$ cat src/logic/cfg_status_pkg.sv
// Constants for the status, revision and class code configuration block
package cfg_status_pkg;
    // Configuration dword offsets (byte addresses of aligned dwords)
    localparam logic [7:0] DW_CMD_STATUS = 8'h04;
    localparam logic [7:0] DW_REV_CLASS = 8'h08;
    // Byte offsets of the registers within configuration space
    localparam logic [7:0] STATUS_OFS = 8'h06;
    localparam logic [7:0] REVISION_OFS = 8'h08;
    localparam logic [7:0] PROG_IF_OFS = 8'h09;
    localparam logic [7:0] SUB_CLASS_OFS = 8'h0A;
    localparam logic [7:0] BASE_CLASS_OFS = 8'h0B;
    // Status field positions and the byte lane that carries status bits 15:8
    localparam int ST_PARITY_BIT = 15;
    localparam int ST_SERR_BIT = 14;
    localparam int ST_DEVSEL_LO = 9;
    localparam int ST_FAST_B2B_BIT = 7;
    localparam int STATUS_LANE_HI = 3;
    // Status values
    localparam logic [15:0] STATUS_RESET = 16'h0200;
    localparam logic [1:0] DEVSEL_MEDIUM = 2'h1;
    localparam logic [15:0] STATUS_FIXED = 16'h0280;
    localparam logic [15:0] STATUS_CLEARABLE = 16'hC000;
    // Class code defaults and byte layout
    localparam logic [23:0] CLASS_RESET = 24'hFF0000;
    localparam logic [7:0] BASE_CLASS_OTHER = 8'hFF;
    // Serial nvRAM boot offsets
    localparam logic [8:0] BOOT_REV_OFS = 9'h048;
    localparam logic [8:0] BOOT_CLASS_FIRST = 9'h049;
    localparam logic [8:0] BOOT_CLASS_LAST = 9'h04B;
    localparam int BOOT_BYTES = 4;
endpackage

$ cat src/logic/boot_id_store.sv
// Small byte store for boot-loaded revision and class code bytes
`timescale 1ns/1ps
module boot_id_store
    import cfg_status_pkg::*;
#(
    parameter int DEPTH = BOOT_BYTES,
    // Arbitrary revision byte; the parent normally passes its own
    parameter logic [8*BOOT_BYTES-1:0] INIT = {CLASS_RESET, 8'h01}
) (
    input wire logic mclk_i,
    input wire logic rst_i,
    input wire logic wr_i,
    input wire logic [1:0] addr_i,
    input wire logic [7:0] data_i,
    output logic [8*DEPTH-1:0] bytes_o
);
    if (DEPTH != BOOT_BYTES) begin
        $error("boot_id_store depth must be four bytes");
    end

    logic [7:0] mem_reg [DEPTH];

    always_ff @(posedge mclk_i) begin
        for (int i = 0; i < DEPTH; i++) begin
            if (rst_i) begin
                mem_reg[i] <= INIT[8*i +: 8];
            end else if (wr_i && int'(addr_i) == i) begin
                mem_reg[i] <= data_i;
            end
        end
    end

    // Read data leave through a register, one cycle behind the array
    always_ff @(posedge mclk_i) begin
        for (int i = 0; i < DEPTH; i++) begin
            if (rst_i) begin
                bytes_o[8*i +: 8] <= INIT[8*i +: 8];
            end else begin
                bytes_o[8*i +: 8] <= mem_reg[i];
            end
        end
    end
endmodule

$ cat src/logic/pci_target_status_class_regs.sv
// Status, revision and class code registers of the target configuration header
`timescale 1ns/1ps
// Notes on behaviour
// A clearable status flag goes to zero only on reset or when the host writes a one to its bit.
// Writing a zero to a clearable status bit leaves that bit as it is.
// Bit 15 sets on every detected parity error regardless of command bit 6, cleared by one.
// Bit 14 sets whenever the device drives the system error line and stays until cleared.
// Bits 13, 12, 11 and 8 always read zero because the device is target only.
// Bits 10:9 are read only and report medium decode timing.
// Bit 7 is read only and always reads one for fast back-to-back support.
// Bits 6 and 5 are fixed at zero.
// Bits 4:0 read zero and writes to them do nothing.
// Host writes to the revision byte at 08h are ignored.
// The revision byte may be boot-loaded from nvRAM offset 048h.
// Board designers should keep the revision default and identify products elsewhere.
// The class code shows base class at 0Bh, sub-class at 0Ah and interface at 09h.
// The class code reads FF0000h by default.
// The class code may be boot-loaded from nvRAM offsets 049h to 04Bh.
// The system error line is driven only while command bit 8 is one.
// Reset returns the clearable status flags to zero.
module pci_target_status_class_regs
    import cfg_status_pkg::*;
#(
    // Arbitrary neutral revision value, replaced by boot load if fitted
    parameter logic [7:0] REVISION_DEFAULT = 8'h01
) (
    input wire logic mclk_i,
    input wire logic rst_i,
    input wire logic cfg_rd_i,
    input wire logic cfg_wr_i,
    input wire logic [7:0] cfg_addr_i,
    input wire logic [3:0] cfg_be_i,
    input wire logic [31:0] cfg_wdata_i,
    output logic [31:0] cfg_rdata_o,
    output logic cfg_rvalid_o,
    input wire logic parity_err_i,
    input wire logic serr_req_i,
    input wire logic serr_enable_i,
    output logic serr_n_o,
    output logic serr_oe_o,
    input wire logic boot_wr_i,
    input wire logic [8:0] boot_addr_i,
    input wire logic [7:0] boot_data_i
);
    if (STATUS_FIXED[ST_DEVSEL_LO +: 2] != DEVSEL_MEDIUM) begin
        $error("status fixed pattern disagrees with decode timing");
    end

    function automatic logic dword_hit(input logic [7:0] a, input logic [7:0] dw);
        return a[7:2] == dw[7:2];
    endfunction

    logic [1:0] flags_reg;
    logic [1:0] flags_next;
    logic [15:0] status_view;
    logic [31:0] id_bytes;
    logic boot_hit;
    logic [1:0] boot_index;
    logic status_w1c;
    logic [31:0] rdata_next;

    // Open drain style: low only while enabled, released otherwise
    assign serr_oe_o = serr_req_i && serr_enable_i;
    assign serr_n_o = 1'b0;

    assign status_w1c = cfg_wr_i && dword_hit(cfg_addr_i, DW_CMD_STATUS)
        && cfg_be_i[STATUS_LANE_HI];

    // Set beats clear so an event landing with the host clear is kept
    always_comb begin
        flags_next = flags_reg;
        if (status_w1c) begin
            flags_next[1] = flags_reg[1] && !cfg_wdata_i[16 + ST_PARITY_BIT];
            flags_next[0] = flags_reg[0] && !cfg_wdata_i[16 + ST_SERR_BIT];
        end
        if (parity_err_i) begin
            flags_next[1] = 1'b1;
        end
        if (serr_oe_o) begin
            flags_next[0] = 1'b1;
        end
    end

    always_ff @(posedge mclk_i) begin
        if (rst_i) begin
            flags_reg <= STATUS_RESET[ST_PARITY_BIT -: 2];
        end else begin
            flags_reg <= flags_next;
        end
    end

    // Hardwired bits come only from the fixed pattern; writes never reach them
    always_comb begin
        status_view = STATUS_FIXED;
        status_view[ST_PARITY_BIT] = flags_reg[1];
        status_view[ST_SERR_BIT] = flags_reg[0];
    end

    // Boot loader path is the only writer of revision and class bytes
    assign boot_hit = boot_wr_i && boot_addr_i >= BOOT_REV_OFS
        && boot_addr_i <= BOOT_CLASS_LAST;
    assign boot_index = 2'(boot_addr_i - BOOT_REV_OFS);

    boot_id_store #(
        .DEPTH(BOOT_BYTES),
        .INIT({CLASS_RESET, REVISION_DEFAULT})
    ) u_store (
        .mclk_i(mclk_i),
        .rst_i(rst_i),
        .wr_i(boot_hit),
        .addr_i(boot_index),
        .data_i(boot_data_i),
        .bytes_o(id_bytes)
    );

    // Command half of dword 04h lives elsewhere and reads zero here
    always_comb begin
        rdata_next = 32'h0000_0000;
        if (dword_hit(cfg_addr_i, DW_CMD_STATUS)) begin
            rdata_next = {status_view, 16'h0000};
        end else if (dword_hit(cfg_addr_i, DW_REV_CLASS)) begin
            rdata_next = id_bytes;
        end
    end

    // Host writes to dword 08h have no path into the store
    always_ff @(posedge mclk_i) begin
        if (rst_i) begin
            cfg_rdata_o <= 32'h0000_0000;
            cfg_rvalid_o <= 1'b0;
        end else begin
            cfg_rvalid_o <= cfg_rd_i;
            cfg_rdata_o <= cfg_rd_i ? rdata_next : 32'h0000_0000;
        end
    end

    // Registered beside the read data so checks line up with the answer
    logic rd_status_reg;
    always_ff @(posedge mclk_i) begin
        if (rst_i) begin
            rd_status_reg <= 1'b0;
        end else begin
            rd_status_reg <= cfg_rd_i && dword_hit(cfg_addr_i, DW_CMD_STATUS);
        end
    end

    a_parity_sets_flag: assert property (@(posedge mclk_i) disable iff (rst_i)
        parity_err_i |=> flags_reg[1]) else $error("parity flag not set");

    a_serr_sets_flag: assert property (@(posedge mclk_i) disable iff (rst_i)
        serr_oe_o |=> flags_reg[0] [*1]) else $error("serr flag not set");

    a_w1c_clears_parity: assert property (@(posedge mclk_i) disable iff (rst_i)
        (status_w1c && cfg_wdata_i[31] && !parity_err_i) |=> !flags_reg[1])
        else $error("write one did not clear parity flag");

    a_clear_serr_flag: assert property (@(posedge mclk_i) disable iff (rst_i)
        (status_w1c && cfg_wdata_i[30] && !serr_oe_o) |=> !flags_reg[0])
        else $error("write one did not clear serr flag");

    a_zero_keeps_flag: assert property (@(posedge mclk_i) disable iff (rst_i)
        (flags_reg[0] && !(status_w1c && cfg_wdata_i[30])) |=> flags_reg[0])
        else $error("serr flag lost without write one");

    a_parity_flag_kept: assert property (@(posedge mclk_i) disable iff (rst_i)
        (flags_reg[1] && !(status_w1c && cfg_wdata_i[31])) |=> flags_reg[1])
        else $error("parity flag lost without write one");

    a_serr_drive_gated: assert property (@(posedge mclk_i) disable iff (rst_i)
        serr_oe_o |-> (serr_enable_i && serr_req_i))
        else $error("serr driven while disabled");

    a_serr_pin_low: assert property (@(posedge mclk_i) disable iff (rst_i)
        serr_oe_o |-> !serr_n_o) else $error("serr pin not low while driven");

    a_fixed_status_bits: assert property (@(posedge mclk_i)
        disable iff (rst_i) (cfg_rvalid_o && rd_status_reg) |->
        (cfg_rdata_o[29:16] == STATUS_FIXED[13:0] && cfg_rdata_o[15:0] == 16'h0000))
        else $error("hardwired status bits wrong");

    a_status_flag_lanes: assert property (@(posedge mclk_i) disable iff (rst_i)
        (cfg_rvalid_o && rd_status_reg) |-> cfg_rdata_o[31:30] == $past(flags_reg))
        else $error("status flags read back wrong");

    a_read_answer_next: assert property (@(posedge mclk_i) disable iff (rst_i)
        cfg_rd_i |=> cfg_rvalid_o) else $error("read not answered next cycle");

    a_idle_reads_zero: assert property (@(posedge mclk_i) disable iff (rst_i)
        !cfg_rd_i |=> (!cfg_rvalid_o && cfg_rdata_o == 32'h0000_0000))
        else $error("data or valid shown without read");

    a_class_byte_lanes: assert property (@(posedge mclk_i) disable iff (rst_i)
        (cfg_rd_i && dword_hit(cfg_addr_i, DW_REV_CLASS)) |=>
        cfg_rdata_o == $past(id_bytes))
        else $error("revision and class bytes read back wrong");

    a_revision_ignores_host: assert property (@(posedge mclk_i) disable iff (rst_i)
        (!boot_wr_i ##1 !boot_wr_i) |=> $stable(id_bytes))
        else $error("revision or class changed without boot load");

    a_boot_range_ignored: assert property (@(posedge mclk_i) disable iff (rst_i)
        ((boot_wr_i && (boot_addr_i < BOOT_REV_OFS || boot_addr_i > BOOT_CLASS_LAST))
        ##1 !boot_wr_i) |=> $stable(id_bytes))
        else $error("boot byte outside range was stored");

    a_class_reset_value: assert property (@(posedge mclk_i)
        rst_i |=> (id_bytes[31:8] == CLASS_RESET && id_bytes[31:24] == BASE_CLASS_OTHER))
        else $error("class code reset value wrong");

    a_revision_reset_value: assert property (@(posedge mclk_i)
        rst_i |=> id_bytes[7:0] == REVISION_DEFAULT) else $error("revision reset value wrong");

    a_reset_clears_flags: assert property (@(posedge mclk_i)
        rst_i |=> (flags_reg == 2'h0)) else $error("flags not cleared by reset");

    a_boot_loads_revision: assert property (@(posedge mclk_i) disable iff (rst_i)
        (boot_wr_i && boot_addr_i == BOOT_REV_OFS) |=> ##1
        id_bytes[7:0] == $past(boot_data_i, 2))
        else $error("revision boot load lost");

    a_boot_loads_class: assert property (@(posedge mclk_i) disable iff (rst_i)
        (boot_wr_i && boot_addr_i == BOOT_CLASS_LAST) |=> ##1
        id_bytes[31:24] == $past(boot_data_i, 2))
        else $error("base class boot load lost");
endmodule

$ cat config.mk
export PLATFORM = sky130hd
export DESIGN_NAME = pci_target_status_class_regs
export DESIGN_NICKNAME = d
export VERILOG_FILES = /design/src/logic/cfg_status_pkg.sv /design/src/logic/boot_id_store.sv /design/src/logic/pci_target_status_class_regs.sv
export SDC_FILE = /design/constraint.sdc
export NUM_CORES = 1
export LEC_CHECK = 0
export ABC_AREA = 0
export BUFFER_PORTS_ARGS = -buffer_cell sky130_fd_sc_hd__buf_2
export CORE_MARGIN = 5
export CORE_UTILIZATION = 49
export CTS_BUF_LIST = sky130_fd_sc_hd__clkbuf_8 sky130_fd_sc_hd__clkbuf_16
export CTS_CLUSTER_SIZE = 20
export DETAILED_ROUTE_END_ITERATION = 8
export GPL_TIMING_DRIVEN = 0
export PLACE_DENSITY = 0.78
export SLEW_MARGIN = 40
export SYNTH_ARGS = -nofsm -noshare
export SYNTH_HDL_FRONTEND = slang
export SYNTH_SLANG_ARGS = --single-unit
$ cat constraint.sdc
create_clock -name mclk_i -period 1.7 [get_ports mclk_i]
set_input_delay 0.17 -clock mclk_i [delete_from_list [all_inputs] [get_ports mclk_i]]
set_output_delay 0.17 -clock mclk_i [all_outputs]
set_load 0.03 [all_outputs]
# Yosys cells after proc, flatten, opt, wreduce, memory -nomap -nowiden
# Memories as Yosys holds them, arrays and structs flattened. A register that Yosys moved wholly into a read port is not among the register bits.
# Index checks and enable logic that the tools add are counted.
# totals
register_bits	35
latch_bits	0
ramBits	32
rom_bits	0
in_bits	69
out_inout_bits	35
elab_cells	61
mem_count	1
# op_classes
n_addsub	1
mul	0
div_mod_pow	0
magnitude_cmp	2
n_eq_ne	5
shifts	0
n_mux	23
bitwise_logic	6
n_reduce_logical	18
# memory_table
memory	words	word_bits	rd	rd_ports_with_merged_regs	wr	line_no	text
u_store.mem_reg	4	8	4	4	4	boot_id_store.sv:21	logic [7:0] mem_reg [DEPTH];
# ops
operator	count
32-bit 2-to-1 mux	2
8-bit 2-to-1 mux	4
1-bit 2-to-1 mux	16
1-bit logical AND	11
9-bit by 7-bit greater-or-equal comparator with 1-bit output (second input constant)	1
9-bit by 7-bit less-or-equal comparator with 1-bit output (second input constant)	1
6-bit by 1-bit equality test with 1-bit output (second input constant)	1
6-bit by 2-bit equality test with 1-bit output (second input constant)	1
2-bit equality test (second input constant)	2
1-bit bitwise OR	4
2-bit nonzero test	2
4-bit OR reduction	1
2-bit by 1-bit equality test with 1-bit output (second input constant)	1
1-bit zero test	2
2-bit zero test	1
2-bit 2-to-1 mux	1
1-bit inverter	2
2-bit OR reduction	1
2-bit by 1-bit subtractor with 2-bit output (second input constant)	1

# Logic depth before layout (Yosys ltp)
# Gate-level depths: netlist of run 1.
# logic_depth
ltp_word	8
ltp_mapped	5
depth_no_buf	3

# Cells and area by module
# Synthesis of run 1 repeated with hierarchy kept, for this count alone.
# unflattened
cells_unflattened	284
hier_area_um2	3583.4
# by_module_without_submodules
module	n_inst	cells_each	area_each_um2	seq_area_each_um2
boot_id_store	1	153	2112.0	1601.5
pci_target_status_class_regs	1	131	1471.4	700.7

# Worst setup path before layout of run 1
# OpenSTA, ideal clock, no wires.
# synth_path
path_kind	input port to flip-flop
start	input boot_addr_i[7]
end	memory u_store.mem_reg[1][0] (enable)
setup_time_ns	0.334
arrival_ns	1.135
required_ns	1.366
path_slack_ns	0.230
path_stages	4
path_buffers	1
cell_sequence	nor4bb_1 -> clkbuf_2 -> nand4b_1 -> nand2b_1
# synth_rtl
element	line_no	text
start: declaration	pci_target_status_class_regs.sv:42	input wire logic [8:0] boot_addr_i,
end: declaration	boot_id_store.sv:21	

==> results.toml, run 1 <==
[floorplanning]
initial_utilization_pct = 50.2
die_h_um = 90.7
chipWidth_um = 90.7
fp-row-count = 29
core_mm2 = 0.00635
io_pins = 104
die-area_mm2 = 0.00822

[placement]
io_buffers = 67
dpl.hpwl_um = 3600
dpl.cell_count = 391
gp_congestion = 0.822
placed_cell_area_mm2 = 0.00362

[synth]
synth_xor_area_share_pct = 0
synthMuxAreaShare_pct = 0
ys_dominant_reg_cell = "dfxtp_1"
syn_inst = 247
synth-compound-area-share_pct = 2.24
ys_warn_count = 0
synth-seq-area-share_pct = 72.2
synth_edf_count = 32
synth_fp_nets = 316
synth-seq-cells = 99
synth.cell_area_mm2 = 0.00319
synth_top_family_by_area = "simple AND/OR/NAND/NOR gates"
synthSimpleGateAreaFrac_pct = 23.7
avgSynthCellArea_um2 = 12.9
synthArstFlopShare_pct = 0
ys_types = 30
synthAdderAreaFrac_pct = 0

[clocking]
cts_tree = "yes"
ctsRootBufferMaster = "clkbuf_8"
clk_path_buf_depth = 2
clk_latency_ns = 0.34
ctsResizeCount = 0
cts_hold_buf = 0
path_clk_slew_ns = 0.09
cts_sinks = 99
post-cts-setup-buffers = 0
cts_max_level = 3
numCtsBuffers = 9

[critical_path]
path_class = "input port to register"
rr_worst_depth = 1
crit_buf_inv = 2
crit_path_max_fanout = 8
crit_end = "u_store.mem_reg[1][4]"
reg2reg_from = "u_store.mem_reg[3][0]"
cp.arrival_ns = 1.50
cpMaxStageDelayCell = "nand2b_1"
crit_chain = "buf_2 > nor4bb_1 > clkbuf_2 > nand4b_1 > nand2b_1"
critical_path_depth = 5
worstPathRequired_ns = 1.71
crit_path_start = "boot_addr_i[7]"
rrSetupSlack_ns = 0.91
startpoint_type = "input port"
end_kind = "register"
critPathMaxStageDelay_ns = 0.43
worstReg2RegEnd = "u_store.bytes_o[24]"
crit_family = "simple AND/OR/NAND/NOR gates"

[route]
wire_per_inst_um = 11.9
drcViolationCount = 0
first_pass_iters = 5
via_per_inst = 4.55
drtIter0Drc = 116
num_vias = 1851
totalWireLength_um = 4830
postRouteAntennaNets = 0

[layout]
num_antenna_cells = 0
final_core_util_pct = 59.9
area_growth_pct = 19.1
drive_gt1_share_pct = 30.0
finish.instance_area_mm2 = 0.00380
final_cells = 407
final_nets = 394

[global_route]
gr-total-overflow = 0
track_usage_pct = 12.5
antenna_found_initial = 0
grt_max_degree = 16
grt_pass1_wl_um = 8070
grt_pass1_vias = 1786

[min_path]
worstHoldPathType = "input port to register"

[sta]
post-route-min-period_ns = 1.49
hold_viol_final = 0
hold_ws_ns = 0.0456
period_share_pct = 87.6
rsz0062_at_grt = "false"
slew_violations = 0
finClkSkew_ns = 0.00384
fmax_mhz = 672
setup_tns_ns = 0
setup_viol = 0

[run]
maxCapViolCount = 0

[pwr]
pwr-share-comb_pct = 4.5
swShare_pct = 20.6
powerDensity_mw_per_mm2 = 1060
irDropWorstVdd_v = 0.000532
leakage_nw = 1.60
pwr-share-clk_pct = 32.8
p_switching_uw = 832
power_frac_seq_pct = 62.7
p_int_mw = 3.20

[run_status]
outcome = "completed"
[power by group through the flow]
| stage | Combinational (mW) | Sequential [mW] | Clock [mW] |
|---|---|---|---|
| detailed placement | 0.182 | 2.59 | 0 |
| floorplan | 0.103 | 2.59 | 0 |
| global route | 0.200 | 2.54 | 1.47 |
| global placement | 0.176 | 2.59 | 0 |
| CTS | 0.182 | 2.53 | 1.35 |
| finish | 0.181 | 2.53 | 1.32 |
[logic make-up after synthesis]
family / Yosys count
buffers and inverters: 13
AO/OA/AOI/OAI: 9
other: 1
flip-flops: 99
AND/OR/NAND/NOR: 125
[worst min-delay path by stage]
stage                 start           end  slack, ns  depth (start not counted)
6_report       parity_err_i  flags_reg[1]       0.05                          2
5_1_grt        parity_err_i  flags_reg[1]       0.02                          2
4_1_cts        parity_err_i  flags_reg[1]       0.02                          2
3_5_place_dp   parity_err_i  flags_reg[1]       0.40                          2
3_3_place_gp   parity_err_i  flags_reg[1]       0.40                          2
2_1_floorplan         rst_i  cfg_rvalid_o       0.26                          1
[final cells by class]
class | instances | area (um^2)
clock inverters | 6 | 30.0
repair buffers | 67 | 335
well taps | 77 | 96.3
clock buffers | 10 | 149
fillers | 511 | 2550
flip-flops and latches | 99 | 2300
multi-input cells | 135 | 831
plain buffers | 10 | 46.3
inverters | 3 | 11.3
[cell usage in the layout, fill, tap and decap left out, types with 2 or more instances in the layout]
cell type	n
a22oi_1	2
clkbuf_1	5
clkbuf_8	9
nor2b_1	26
nor2_1	26
and2_1	30
nand2b_1	19
a21oi_1	2
dfxtp_1	67
inv_1	5
nand2_1	3
o21ba_2	2
nor4_1	2
a41oi_1	2
clkbuf_2	3
buf_2	68
or2_2	9
edfxtp_1	32
[layer usage]
metal | track usage [%] | up-vias | part of all wire [%]
met4 | 6.45 | 0 | 1.4
met2 | 20.4 | 58 | 50
met5 | 0 | - | 0
li1 | - | 960 | -
met3 | 4.33 | 7 | 7.5
met1 | 14.4 | 826 | 41
[Yosys cell counts (all sizes together) (3+ instances only)]
cell	n	share of area (%)
or2	9	1.8
nor2	26	3.1
nand2	3	0.35
nand2b	19	3.7
nor2b	26	5.1
and2	31	6.1
edfxtp	32	30
clkbuf	8	1.1
nor4	3	1.1
inv	3	0.35
dfxtp	67	42
[stage by stage]
| stage | total power [mW] | setup slack (ns) |
|---|---|---|
| floorplan | 2.69 | 0.230 |
| global placement | 2.76 | -0.0899 |
| detailed placement | 2.77 | -0.168 |
| CTS | 4.07 | 0.208 |
| global route | 4.21 | 0.0743 |
| finish | 4.04 | 0.211 |
No activity file was read; power rests on OpenSTA's default activity.
==> run 2: changes to the inputs <==
--- a/config.mk
+++ b/config.mk
@@ -8,13 +8,14 @@
 export ABC_AREA = 0
 export BUFFER_PORTS_ARGS = -buffer_cell sky130_fd_sc_hd__buf_2
 export CORE_MARGIN = 5
-export CORE_UTILIZATION = 49
+export CORE_UTILIZATION = 50
 export CTS_BUF_LIST = sky130_fd_sc_hd__clkbuf_8 sky130_fd_sc_hd__clkbuf_16
 export CTS_CLUSTER_SIZE = 20
 export DETAILED_ROUTE_END_ITERATION = 8
 export GPL_TIMING_DRIVEN = 0
-export PLACE_DENSITY = 0.78
+export PLACE_DENSITY = 0.77
 export SLEW_MARGIN = 40
 export SYNTH_ARGS = -nofsm -noshare
 export SYNTH_HDL_FRONTEND = slang
+export SYNTH_HIERARCHICAL = 1
 export SYNTH_SLANG_ARGS = --single-unit
==> run 2 against run 1 <==
Net effect:
- final cell count is 14% higher
- highest routed layer unchanged
- clock power is 8% higher
- global-route usage is 0.96 points higher
- core utilization is 1.8 points higher
- non-clock buffer count is 10 higher
- sequential power hardly changed
==> results.toml, run 2 <==
[placement]
dpl.cell_count = 447
gp_congestion = 0.809
dpl.hpwl_um = 4370
io_buffers = 67

[clocking]
cts_sinks = 99
clk_path_buf_depth = 2
ctsResizeCount = 0
path_clk_slew_ns = 0.08
numCtsBuffers = 9
cts_tree = "yes"
cts_hold_buf = 0
clk_latency_ns = 0.35
post-cts-setup-buffers = 0
cts_max_level = 3
ctsRootBufferMaster = "clkbuf_8"

[critical_path]
end_kind = "register"
rr_worst_depth = 2
reg2reg_from = "u_store/bytes_o[1]"
cp.arrival_ns = 1.44
startpoint_type = "input port"
rrSetupSlack_ns = 0.89
crit_path_max_fanout = 8
worstReg2RegEnd = "cfg_rdata_o[1]"
path_class = "input port to register"
worstPathRequired_ns = 1.68

[synth]
avgSynthCellArea_um2 = 12.6
synth.top_cells.by_area = "dfxtp_1 (37%), edfxtp_1 (27%), nor4_2 (8.0%)"
synth.most_common_cell = "dfxtp_1"
ys_warn_count = 6
synth_fp_nets = 353
synth_top_area_cell = "dfxtp_1"
synth_common_cells = "dfxtp_1 (67), edfxtp_1 (32), inv_1 (30)"
ys_dominant_reg_cell = "dfxtp_1"
ys_types = 31
syn_inst = 284
synth_top_area_share_pct = 37.4
synth.cell_area_mm2 = 0.00358
synth-seq-cells = 99
synthArstFlopShare_pct = 0
synth_edf_count = 32
synth-seq-area-share_pct = 64.2

[route]
drtIter0Drc = 73
postRouteAntennaNets = 0
via_per_inst = 4.55
totalWireLength_um = 5650
drcViolationCount = 0
num_vias = 2108
first_pass_iters = 4
wire_per_inst_um = 12.2

[min_path]
holdPathStages = 2
worstHoldEndpoint = "u_store/mem_reg[3][3]"
worstHoldPathType = "input port to register"
min_from = "boot_data_i[3]"

[sta]
period_share_pct = 86.0
finClkSkew_ns = 0.00718
slew_violations = 0
worstMarginPinSlew_ns = 0.696
hold_viol_final = 0
rsz0062_at_grt = "false"
setup_viol = 0
post-route-min-period_ns = 1.46
max_slew_margin_pct = 53.6
fmax_mhz = 684

[floorplanning]
fp-row-count = 30
io_pins = 104
die_h_um = 94.7
initial_utilization_pct = 52.2
chipWidth_um = 94.7
core_mm2 = 0.00687
die-area_mm2 = 0.00896

[layout]
num_antenna_cells = 0
final_nets = 431
layout_commonest_cell = "buf_2"
final_cells = 463
mostFrequentLayoutCells = "buf_2 (73), dfxtp_1 (67), inv_1 (32), edfxtp_1 (32), nor2_1 (25)"
drive_gt1_share_pct = 37.6
final_core_util_pct = 61.6
fillers = 568
area_growth_pct = 18.1

[global_route]
grt_pass1_vias = 1937
track_usage_pct = 13.5
gr-total-overflow = 0
grt_pass1_wl_um = 9140
antenna_found_initial = 0
grt_max_degree = 16

[run]
maxCapViolCount = 0

[pwr]
powerDensity_mw_per_mm2 = 994
leakage_nw = 1.69
irDropWorstVdd_v = 0.000433

[run_status]
outcome = "completed"
-- run 2: cell types whose count changed after synthesis, moves of 8 or more --
cell      previous run  this run
inv_1                3        30
nand3b_1             1        14
nor4_2               0        23
or2_2                9        17
and2_1              30         1
nand2b_1            19         4
-- run 2: through the flow --
stage                     setup WS (ns)  setup TNS (ns)  power, mW  area [um^2]  hold WS [ns]
after CTS                         0.236               0       4.24         4230        0.0811
after global routing             0.0942               0       4.40         4230        0.0870
after global placement          -0.0648           -1.78       2.84         4040         0.411
after floorplan                   0.181               0       2.75         3580         0.242
after detailed placement         -0.140           -3.93       2.85         4040         0.414
final                             0.238               0       4.21         4230        0.0960
-- run 2: critical path: stages --
cell      delay, ns
buf_2          0.10
nor4bb_1       0.28
and4b_1        0.24
inv_1          0.08
o21bai_1       0.58
-- run 2: area by class of cell --
cell class	count	area (um^2)	area share (%)
Multi-Input combinational cell	135	1030	24.3
Sequential cell	99	2300	54.4
Tap cell	96	120	2.84
Inverter	30	113	2.66
Clock inverter	6	56.3	1.33
Timing Repair Buffer	67	335	7.92
Buffer	20	141	3.34
Clock buffer	10	138	3.25
-- run 2: worst max-delay path by stage --
stage,from,end,slack [ns],cells past startpoint
after floorplan,boot_addr_i[2],u_store/mem_reg[3][0],0.18,5
after global placement,boot_addr_i[2],u_store/mem_reg[3][6],-0.06,6
after detailed placement,boot_addr_i[2],u_store/mem_reg[2][2],-0.14,5
after CTS,boot_addr_i[2],u_store/mem_reg[1][5],0.24,5
after global routing,boot_addr_i[2],u_store/mem_reg[2][2],0.09,5
final,boot_addr_i[2],u_store/mem_reg[1][5],0.24,5
-- run 2: logic make-up after synthesis --
group                  count (synthesis)  share of synthesized area (%)
buffers and inverters                 50                           7.09
and+or+nand+nor                      122                           26.0
DFF                                   99                           64.2
AOI/OAI and AO/OA                     12                           2.55
other                                  1                          0.105
-- run 2: report_power, final --
part           total, mW  internal [mW]  switching (mW)  leakage (nW)
clock network       1.42          0.708           0.710         0.107
registers           2.54           2.52          0.0228         0.859
logic              0.250         0.0990           0.151         0.723
-- run 2: per-layer routing --
layer  GRT usage [%]  vias up  wire [um]
met4            7.93        0        140
li1                -     1104          -
met3            2.23       12        342
met1            17.2      913       2520
met2            21.4       79       2650
met5               0        -          0
==> run 3: changes to the inputs <==
--- a/config.mk
+++ b/config.mk
@@ -6,7 +6,7 @@
 export NUM_CORES = 1
 export LEC_CHECK = 0
 export ABC_AREA = 0
-export BUFFER_PORTS_ARGS = -buffer_cell sky130_fd_sc_hd__buf_2
+export BUFFER_PORTS_ARGS = -buffer_cell sky130_fd_sc_hd__buf_4
 export CORE_MARGIN = 5
 export CORE_UTILIZATION = 50
 export CTS_BUF_LIST = sky130_fd_sc_hd__clkbuf_8 sky130_fd_sc_hd__clkbuf_16
==> run 3 against run 2 <==
Net effect:
- first-iteration DRC count stayed put
- die area stayed put
- core utilization increased by 2.4 points
- flip-flop and latch count unchanged
- clock skew grew 0.00067 ns
- power about the same
- critical path type unchanged
- highest routed layer unchanged
==> results.toml, run 3 (synthesis results as in run 2) <==
[placement]
pre_cts_slack_ns = -0.129
io_buffers = 67
dpl.hpwl_um = 4380
gp_congestion = 0.827
dpl.cell_count = 447

[min_path]
holdPathStages = 2
worstHoldPathType = "input port to register"
min_from = "rst_i"
worstHoldEndpoint = "flags_reg[1]"

[critical_path]
worstReg2RegEnd = "cfg_rdata_o[23]"
crit_chain = "buf_4 > nor4bb_1 > and4b_1 > inv_1 > o21bai_1"
crit_path_max_fanout = 8
reg2reg_from = "u_store/bytes_o[23]"
cp.arrival_ns = 1.45
cpMaxStageDelayCell = "o21bai_1"
end_kind = "register"
worstPathRequired_ns = 1.68
rrSetupSlack_ns = 0.93
critPathMaxStageDelay_ns = 0.61
startpoint_type = "input port"
path_class = "input port to register"
rr_worst_depth = 2

[layout]
final_core_util_pct = 64.1
layout_commonest_cell = "buf_4"
final_cells = 463
area_growth_pct = 22.8
num_antenna_cells = 0
mostFrequentLayoutCells = "buf_4 (68), dfxtp_1 (67), inv_1 (34)"
final_nets = 431
drive_gt1_share_pct = 37.3

[route]
num_vias = 2080
via_per_inst = 4.49
totalWireLength_um = 5750
first_pass_iters = 4
wire_per_inst_um = 12.4
postRouteAntennaNets = 0
drtIter0Drc = 73
drcViolationCount = 0

[floorplanning]
io_pins = 104
fp-row-count = 30
die-area_mm2 = 0.00896
core_mm2 = 0.00687
initial_utilization_pct = 52.2
die_h_um = 94.7
chipWidth_um = 94.7

[clocking]
clk_latency_ns = 0.35
numCtsBuffers = 9
cts_tree = "yes"
cts_hold_buf = 0
cts_sinks = 99
post-cts-setup-buffers = 0
path_clk_slew_ns = 0.08
ctsRootBufferMaster = "clkbuf_8"
cts_max_level = 3
ctsResizeCount = 0
clk_path_buf_depth = 2

[sta]
fmax_mhz = 683
slew_violations = 0
post-route-min-period_ns = 1.46
finClkSkew_ns = 0.00785
rsz0062_at_grt = "false"
period_share_pct = 86.1
worstMarginPinSlew_ns = 0.746
layout_setup_ws_ns = 0.236
hold_ws_ns = 0.0872
setup_viol = 0
hold_viol_final = 0
max_slew_margin_pct = 50.1

[run]
maxCapViolCount = 0

[global_route]
grt_max_degree = 16
antenna_found_initial = 0
grt_pass1_vias = 2029
gr-total-overflow = 0
track_usage_pct = 13.9
grt_pass1_wl_um = 9400

[pwr]
leakage_nw = 1.72
powerDensity_mw_per_mm2 = 956
irDropWorstVdd_v = 0.000395

[run_status]
outcome = "completed"
run 3: per-stage QoR:
| step | cell area (um^2) | total power, mW | TNS [ns] |
|---|---|---|---|
| 2_1_floorplan | 3580 | 2.75 | 0 |
| 3_5_place_dp | 4210 | 2.87 | -2.93 |
| 4_1_cts | 4400 | 4.25 | 0 |
| 3_3_place_gp | 4210 | 2.86 | -2.19 |
| 5_1_grt | 4400 | 4.41 | 0 |
| 6_report | 4400 | 4.21 | 0 |
run 3: cell type report:
class	count	area, um^2
Clock buffer	11	174
Inverter	30	113
Multi-Input combinational cell	135	1030
Fill cell	560	2470
Buffer	20	141
Tap cell	96	120
Timing Repair Buffer	67	503
Clock inverter	5	20.0
Sequential cell	99	2300
run 3: critical path: cells and delay by family:
family / cells / cell delay, ns
compound gates: 1 / 0.61
buf+inv: 2 / 0.19
simple gates: 2 / 0.47
run 3: layer usage:
layer	track usage (%)	wire, um	vias up
met5	0	0	-
met4	9.01	155	0
met3	2.07	258	11
met1	18.2	2600	913
met2	21.6	2730	52
li1	-	-	1104
run 3: worst max-delay path by stage:
stage	startpoint	end	slack, ns	cells past startpoint
after floorplan	boot_addr_i[2]	u_store/mem_reg[3][0]	0.18	5
after global routing	boot_addr_i[2]	u_store/mem_reg[2][1]	0.13	5
after global placement	boot_addr_i[2]	u_store/mem_reg[1][3]	-0.08	5
after CTS	boot_addr_i[2]	u_store/mem_reg[1][0]	0.24	5
after detailed placement	boot_addr_i[2]	u_store/mem_reg[1][1]	-0.13	5
final	boot_addr_i[2]	u_store/mem_reg[1][7]	0.24	5
run 3: report_power, final:
group          internal [mW]  switching, mW  total [mW]
clock                  0.688          0.705        1.39
sequential              2.52         0.0238        2.54
combinational          0.122          0.149       0.271
